==> config.mk <==
export PLATFORM = sky130hd
export DESIGN_NAME = ddc_top
export DESIGN_NICKNAME = d
export VERILOG_FILES = /design/src/common/ddc_pkg.sv /design/src/logic/ddc_top.sv
export VERILOG_INCLUDE_DIRS = /design/src /design/src/common
export SDC_FILE = /design/constraint.sdc
export NUM_CORES = 1
export LEC_CHECK = 0
export BUFFER_PORTS_ARGS = -buffer_cell sky130_fd_sc_hd__buf_2
export CAP_MARGIN = 20
export CORE_AREA = 2 2 118 120
export DETAILED_ROUTE_END_ITERATION = 8
export DIE_AREA = 0 0 120 122
export PLACE_DENSITY = 0.74
export SLEW_MARGIN = 30
export SYNTH_ARGS = -nofsm -noshare
export SYNTH_HDL_FRONTEND = slang
export SYNTH_SLANG_ARGS = --single-unit
==> constraint.sdc <==
create_clock -name i_clk -period 2.3 [get_ports i_clk]
set_input_delay 0.345 -clock i_clk [delete_from_list [all_inputs] [get_ports i_clk]]
set_output_delay 0.345 -clock i_clk [all_outputs]
set_load 0.1 [all_outputs]
==> src/common/ddc_defines.svh <==
// Purpose: Constants for the dual converter serial load front end
// Assumes: Included by its bare name
// Notes: Definitions only
`ifndef DDC_DEFINES_SVH
`define DDC_DEFINES_SVH
`define DDC_WORD_BITS 24
`define DDC_DATA_BITS 16
`define DDC_CH_A_BIT 16
`define DDC_CH_B_BIT 17
`define DDC_RDBK_BIT 20
`define DDC_RDBK_SEL_BIT 21
`define DDC_ZERO_SCALE 16'h0000
`define DDC_MID_SCALE 16'h8000
`define DDC_SYNC_STAGES 3
`define DDC_SETTLE_CYCLES 3'h4
`endif

==> src/common/ddc_pkg.sv <==
// Purpose: Types for the dual converter serial load front end
// Assumes: Nothing beyond the defines header
// Notes: One-hot frame states
`default_nettype none
package ddc_pkg;
    typedef enum logic [2:0]
    {
        DDC_IDLE = 3'h1,
        DDC_SHIFT = 3'h2,
        DDC_FULL = 3'h4
    } ddc_frame_t;
endpackage
`default_nettype wire

==> src/logic/ddc_top.sv <==
// Purpose: Serial load front end of a dual voltage output converter
// Assumes: Pins are asynchronous to i_clk; serial clock well below i_clk/2
// Notes: Serial clock is oversampled, so the full pin rate is not reached here
// Operation
// - Shift serial_in on each serial clock fall
// - Take exactly 24 bits after frame goes low
// - Input shift register is 24 bits wide
// - serial_out changes on serial clock rise
// - serial_out gives daisy chain or readback data
// - Low load_dac_n copies input to DAC registers
// - Load strobe has asynchronous and synchronous modes
// - Reset pin acts on its falling edge
// - Reset low blocks every load strobe
// - Reset loads zero or midscale per select
// - Select low powers up at zero scale
// - Select high powers up at midscale
`timescale 1ns/10ps
`default_nettype none
`include "ddc_defines.svh"
module ddc_top
    import ddc_pkg::*;
#(
    parameter int DEPTH = 2
)
(
    input wire logic i_clk,
    input wire logic i_rst_n,
    input wire logic i_serial_clock,
    input wire logic i_frame_select_n,
    input wire logic i_serial_in,
    input wire logic i_load_dac_n,
    input wire logic i_reset_n,
    input wire logic i_reset_level_select,
    input wire logic i_load_sync_mode,
    output logic o_serial_out,
    output logic o_word_ready,
    output logic [`DDC_DATA_BITS-1:0] o_dac_a,
    output logic [`DDC_DATA_BITS-1:0] o_dac_b
);
    localparam int SCK = 0;
    localparam int FRM = 1;
    localparam int DIN = 2;
    localparam int LDN = 3;
    localparam int RSN = 4;
    localparam int RSL = 5;
    localparam int NW = `DDC_WORD_BITS;
    localparam int ND = `DDC_DATA_BITS;

    typedef struct packed
    {
        logic [5:0][`DDC_SYNC_STAGES-1:0] sy;
        logic [5:0] lv;
        logic [5:0] lv_p;
        ddc_frame_t st;
        logic [NW-1:0] shift;
        logic [4:0] cnt;
        logic serial_out;
        logic [1:0][NW-1:0] fifo;
        logic wp;
        logic rp;
        logic [1:0] fill;
        logic [ND-1:0] in_a;
        logic [ND-1:0] in_b;
        logic [ND-1:0] dac_a;
        logic [ND-1:0] dac_b;
        logic [1:0] pend;
        logic [2:0] settle;
        logic ready;
    } ddc_state_t;

    ddc_state_t q;
    ddc_state_t n;
    logic [5:0] pins;
    logic sck_fall;
    logic sck_rise;
    logic rst_fall;
    logic in_reset;
    logic push;
    logic pop;
    logic [NW-1:0] head;
    logic [ND-1:0] scale;

    assign pins = {i_reset_level_select, i_reset_n, i_load_dac_n,
                   i_serial_in, i_frame_select_n, i_serial_clock};
    // Edges come from the filtered levels, never from the first stage
    assign sck_fall = q.lv_p[SCK] & ~q.lv[SCK];
    assign sck_rise = ~q.lv_p[SCK] & q.lv[SCK];
    assign rst_fall = q.lv_p[RSN] & ~q.lv[RSN];
    assign in_reset = ~q.lv[RSN] | ~q.ready;
    assign head = q.fifo[q.rp];
    assign scale = q.lv[RSL] ? `DDC_MID_SCALE : `DDC_ZERO_SCALE;
    // Buffer full drops the finished frame's word; draining stalls while reset is low
    assign push = (q.st == DDC_FULL) && q.lv[FRM] && !q.shift[`DDC_RDBK_BIT]
                  && (q.fill != 2'(DEPTH));
    assign pop = (q.fill != 2'h0) && !in_reset;

    // Next state of the whole block
    always_comb
    begin
        n = q;
        n.lv_p = q.lv;
        for (int i = 0; i < 6; i++)
        begin
            n.sy[i] = {q.sy[i][1:0], pins[i]};
            if (q.sy[i][1] == q.sy[i][2])
            begin
                n.lv[i] = q.sy[i][2];
            end
        end
        // Output moves only on a rising serial clock edge
        if (sck_rise)
        begin
            n.serial_out = q.shift[NW-1];
        end
        case (q.st)
            DDC_IDLE:
            begin
                if (!q.lv[FRM])
                begin
                    n.st = DDC_SHIFT;
                    n.cnt = 5'h00;
                end
            end
            DDC_SHIFT:
            begin
                if (q.lv[FRM])
                begin
                    n.st = DDC_IDLE;
                end
                else if (sck_fall)
                begin
                    n.shift = {q.shift[NW-2:0], q.lv[DIN]};
                    n.cnt = q.cnt + 5'h01;
                    if (q.cnt == 5'(NW - 1))
                    begin
                        n.st = DDC_FULL;
                    end
                end
            end
            DDC_FULL:
            begin
                // Extra edges after the 24th are ignored
                if (q.lv[FRM])
                begin
                    n.st = DDC_IDLE;
                    if (q.shift[`DDC_RDBK_BIT])
                    begin
                        n.shift = {8'h00, q.shift[`DDC_RDBK_SEL_BIT] ? q.in_b : q.in_a};
                    end
                end
            end
            default:
            begin
                n.st = DDC_IDLE;
            end
        endcase
        // Two-entry word buffer between frame and input registers
        if (push)
        begin
            n.fifo[q.wp] = q.shift;
            n.wp = ~q.wp;
        end
        if (pop)
        begin
            n.rp = ~q.rp;
            if (head[`DDC_CH_A_BIT])
            begin
                n.in_a = head[ND-1:0];
            end
            if (head[`DDC_CH_B_BIT])
            begin
                n.in_b = head[ND-1:0];
            end
            n.pend = q.pend | {head[`DDC_CH_B_BIT], head[`DDC_CH_A_BIT]};
        end
        n.fill = q.fill + 2'(push) - 2'(pop);
        // Load strobe, level sensed so a tied-low strobe still updates
        if (!in_reset && !q.lv[LDN])
        begin
            if (!i_load_sync_mode)
            begin
                if (q.pend[0]) n.dac_a = q.in_a;
                if (q.pend[1]) n.dac_b = q.in_b;
                // A word landing in this cycle stays pending, the set wins
                n.pend = (n.pend & ~q.pend)
                         | (pop ? {head[`DDC_CH_B_BIT], head[`DDC_CH_A_BIT]} : 2'h0);
            end
            else if (pop)
            begin
                if (head[`DDC_CH_A_BIT]) n.dac_a = head[ND-1:0];
                if (head[`DDC_CH_B_BIT]) n.dac_b = head[ND-1:0];
                n.pend = q.pend & ~{head[`DDC_CH_B_BIT], head[`DDC_CH_A_BIT]};
            end
        end
        // Power-up load waits until the filtered select level is registered
        if (!q.ready)
        begin
            n.settle = q.settle + 3'h1;
            if (q.settle == `DDC_SETTLE_CYCLES)
            begin
                n.ready = 1'b1;
                n.in_a = scale;
                n.in_b = scale;
                n.dac_a = scale;
                n.dac_b = scale;
            end
        end
        if (rst_fall)
        begin
            n.in_a = scale;
            n.in_b = scale;
            n.dac_a = scale;
            n.dac_b = scale;
            n.pend = 2'h0;
        end
    end

    // Register the state; reset to constants only
    always_ff @(posedge i_clk)
    begin
        if (!i_rst_n)
        begin
            q <= '0;
            q.sy <= {6{3'h7}};
            q.lv <= 6'h1F;
            q.lv_p <= 6'h1F;
            q.st <= DDC_IDLE;
        end
        else
        begin
            q <= n;
        end
    end

    assign o_serial_out = q.serial_out;
    assign o_word_ready = (q.fill != 2'(DEPTH));
    assign o_dac_a = q.dac_a;
    assign o_dac_b = q.dac_b;
endmodule
`default_nettype wire
==> out/summary.txt <==
========================================================================================
Result of the run                                                           finished, final reports clean
Non-filler cells, final                                                              982
Main flop type after synthesis                                              sky130_fd_sc_hd__dfxtp_1
Max-cap violation count                                                                0
Arrival time reported for the critical path endpoint                             2430 ps
Number of remaining DRC errors                                                         0
Violation count after the first detailed-route iteration                             616
Ports                                                                                 43
Setup repair after global routing missed its margin                                false
Total overflow reported by the global router                                           0
Count leader, synth                                                         sky130_fd_sc_hd__dfxtp_1
Number of nets in the finished design                                                804
Area added between synthesis and finish                                           10.22%
Placed insts                                                                         951
CTS buffer count                                                                      17
Worst voltage drop across the vdd grid                                         0.4983 mV
Global-route wire length before repair                                          26110 um
Relative slew slack                                                               0.3597
Site row count                                                                        43
Clock tree from TritonCTS                                                            yes
Clock latency on the worst-skew pair                                              420 ps
Largest stage delay, worst path                                                   780 ps
Vias in the first global route                                                      5260
Routed wire per std cell                                                        15.95 um
Area of the die                                                               14640 um^2
Sequential fraction of design power                                                0.496
Routability congestion estimate from global placement                             0.8185
Proportion of layout cells with a drive suffix above 1                            0.1646
Avg Synthesized Cell Area                                                     9.213 um^2
Most numerous cell types in the synthesized netlist                         sky130_fd_sc_hd__dfxtp_1 (169), sky130_fd_sc_hd__nand2_1 (80), sky130_fd_sc_hd__nor2_1 (57)
Netlist Area Pre-Place                                                         7223 um^2
Mapped Cells                                                                         784
Remaining antenna violation count                                                      0
Initial antenna violation count                                                        0
Total of buffers placed on input and output ports                                     42
Largest net degree at the start of global routing                                     47
Die boundary height                                                               122 um
Initial Util                                                                      0.5349
Sequential cell area fraction in the yosys report                                 0.4684
Sum of net half-perimeters after detailed placement                             10850 um
CTS clk-pin slew, worst paths                                                      60 ps
Portion of the clock cycle consumed by the worst path in the final layout         0.9123
Number of nets in the synthesized netlist                                            798
Hold violation total from the final report                                             0
Leakage component of the power                                                  2.767 nW
Start-to-end type of the worst setup path                                        reg2reg
Routed vias                                                                         5642
Core area                                                                     13500 um^2
Setup TNS                                                                           0 ps
Crit path capture type                                                         flip-flop
Switching part of the total power                                                 0.2211
Power spent charging and discharging nets                                       1.337 mW
Buffers inserted during post-CTS setup optimization                                    0
Critical-path cell with the highest stage delay                             sky130_fd_sc_hd__nor2_2
Final setup skew                                                                8.697 ps
Cell Int Power                                                                  4.709 mW
Fill cell instance count of the final layout                                        1160
Synthesis-stage register bit count                                                   169
Worst hold path class                                                             in2reg
P per Cell Area                                                             759.4 nW/um^2
Deepest level of the CTS H-tree                                                        4
Resize count post-CTS                                                                  0
Largest area contributor in the synthesized netlist                         sky130_fd_sc_hd__dfxtp_1
Number of enable flip-flop cells after synthesis                                       0
Final Critical Period                                                            2098 ps
Diodes inserted                                                                        0
Mean number of vias per cell                                                       5.745
Global Route Usage Sum                                                            0.2222
Maximum clock rate                                                             476.6 MHz
CP Launch Type                                                                 flip-flop
Number of distinct library cells after synthesis                                      60
CTS Sinks                                                                            169
Worst-path fanout max                                                                 24
Maximum buffer depth of the clock tree                                                 2
Fin. max-slew vios                                                                     0
Actual transition at the worst max-transition pin                               959.5 ps
Area share of the leading cell type in the synthesized netlist                    0.4684
List of cells traversed by the critical path                                o211ai_2, nor2_2, buf_4, nor2_1, a211oi_1
Comb power frac                                                                    0.047
Cell types with the largest area share after synthesis                      sky130_fd_sc_hd__dfxtp_1 (47%), sky130_fd_sc_hd__mux2i_1 (5.0%), sky130_fd_sc_hd__nand2_1 (4.2%)
Required @ worst endpoint                                                        2640 ps
Root buffer selected by CTS                                                 sky130_fd_sc_hd__clkbuf_16
Number of setup violations in the final report                                         0
Final wirelength                                                                15660 um
Initial DRT Pass Iterations                                                            5
Fraction of synthesis flops using an asynchronous set or reset pin                     0
Count of hold-fix buffers inserted at cts                                              0
Die boundary width                                                                120 um
Proportion of power drawn by the clock network                                     0.457
Ys Warns                                                                               0
========================================================================================
-- critical path: cells and delay by family, from the launching register on --
family	cells	cell delay [ps]
AND/OR/NAND/NOR	2	830
flip-flops	1	460
AO/OA/AOI/OAI	2	410
buffers and inverters	1	300
-- power groups by stage --
stage,clock (mW),combinational [mW],sequential [mW]
after global placement,0,0.276,3.06
final,2.77,0.281,3.00
after detailed placement,0,0.279,3.06
after floorplan,0,0.245,3.05
after global routing,2.91,0.303,3.00
after CTS,2.81,0.281,3.00
-- registers in the layout, indices dropped and copies added, names as in the netlist --
register and count:
o_dac_a 16, o_serial_out 1, n 18, q 118
o_dac_b 16
-- final cells by class --
class                           count  area, um^2  share of cell area
Clock inverter                      8       95.09             0.01194
Sequential cell                   169        3383              0.4250
Inverter                           21       78.83            0.009901
Multi-Input combinational cell    508        3258              0.4092
Tap cell                          180       225.2             0.02829
Clock buffer                       23       478.0             0.06003
Timing Repair Buffer               73       442.9             0.05563
-- through the flow --
| step | util | area, um^2 | total power, mW | setup slack, ps | hold WS, ps |
|---|---|---|---|---|---|
| 3_3_place_gp | 0.5471 | 7388 | 3.335 | 305.7 | 391.5 |
| 6_report | 0.5895 | 7961 | 6.046 | 201.6 | 102.8 |
| 2_1_floorplan | - | 7226 | 3.297 | 259.4 | 386.3 |
| 3_5_place_dp | 0.5471 | 7388 | 3.342 | 242.6 | 394.1 |
| 5_1_grt | 0.5895 | 7961 | 6.219 | 23.83 | 93.40 |
| 4_1_cts | 0.5895 | 7961 | 6.085 | 229.2 | 82.84 |
-- per-layer routing --
metal	GRT usage	up-vias	wire, um
met2	0.3462	166	7170
met1	0.3077	2697	7548
met5	0	-	0
li1	-	2764	-
met3	0.04963	15	784
met4	0.06985	0	160
-- kinds of logic (layout without fill, tap and decap cells) --
logic type,Yosys count,after routing,synth area share
AO/OA/AOI/OAI,191,191,0.1897
buffers and inverters,107,125,0.08193
flip-flops,169,169,0.4684
XOR/XNOR,5,5,0.006064
AND/OR/NAND/NOR,264,264,0.1824
adder cells (fa/ha/maj),5,5,0.008661
multiplexers,43,43,0.06288
-- layout by cell type (no fill, tap or decap), types with 3 or more instances in the layout --
cell type | netlist | layout
sky130_fd_sc_hd__dfxtp_1 | 169 | 169
sky130_fd_sc_hd__nand2_1 | 80 | 80
sky130_fd_sc_hd__nor2_1 | 57 | 56
sky130_fd_sc_hd__o21ai_0 | 48 | 48
sky130_fd_sc_hd__nand3_1 | 43 | 43
sky130_fd_sc_hd__buf_2 | 14 | 42
sky130_fd_sc_hd__mux2i_1 | 36 | 36
sky130_fd_sc_hd__a21oi_1 | 34 | 34
sky130_fd_sc_hd__buf_4 | 36 | 31
sky130_fd_sc_hd__nand2b_1 | 29 | 28
sky130_fd_sc_hd__a211oi_1 | 28 | 28
sky130_fd_sc_hd__inv_1 | 19 | 19
sky130_fd_sc_hd__o211ai_1 | 19 | 19
sky130_fd_sc_hd__clkbuf_16 | 0 | 17
sky130_fd_sc_hd__a221o_1 | 13 | 13
sky130_fd_sc_hd__a31oi_1 | 10 | 10
sky130_fd_sc_hd__nor2b_1 | 9 | 9
sky130_fd_sc_hd__o221ai_2 | 9 | 9
sky130_fd_sc_hd__a22oi_1 | 9 | 9
sky130_fd_sc_hd__and2_1 | 8 | 8
sky130_fd_sc_hd__nor4_1 | 8 | 8
sky130_fd_sc_hd__mux2_2 | 5 | 5
sky130_fd_sc_hd__a32oi_1 | 5 | 5
sky130_fd_sc_hd__ha_1 | 5 | 5
sky130_fd_sc_hd__nand3b_1 | 4 | 4
sky130_fd_sc_hd__and3_1 | 4 | 4
sky130_fd_sc_hd__nor3_1 | 4 | 4
sky130_fd_sc_hd__clkinv_2 | 0 | 4
sky130_fd_sc_hd__nand4b_1 | 3 | 3
sky130_fd_sc_hd__xnor2_1 | 3 | 3
sky130_fd_sc_hd__clkbuf_1 | 24 | 3
sky130_fd_sc_hd__clkbuf_8 | 0 | 3
-- worst paths after layout --
| check | startpoint | endpoint | slack [ps] | depth (start not counted) |
|---|---|---|---|---|
| worst max register to register | n[159]$_SDFFE_PN1N_ | q[42]$_SDFF_PP0_ | 200 | 5 |
| worst min-delay path | i_load_dac_n | n[177]$_SDFF_PN1_ | 100 | 2 |
| worst min register to register | n[171]$_SDFF_PN1_ | n[172]$_SDFF_PN1_ | 410 | 1 |
| worst max-delay path | n[159]$_SDFFE_PN1N_ | q[42]$_SDFF_PP0_ | 200 | 5 |
Power figures use the tool's default switching activity.
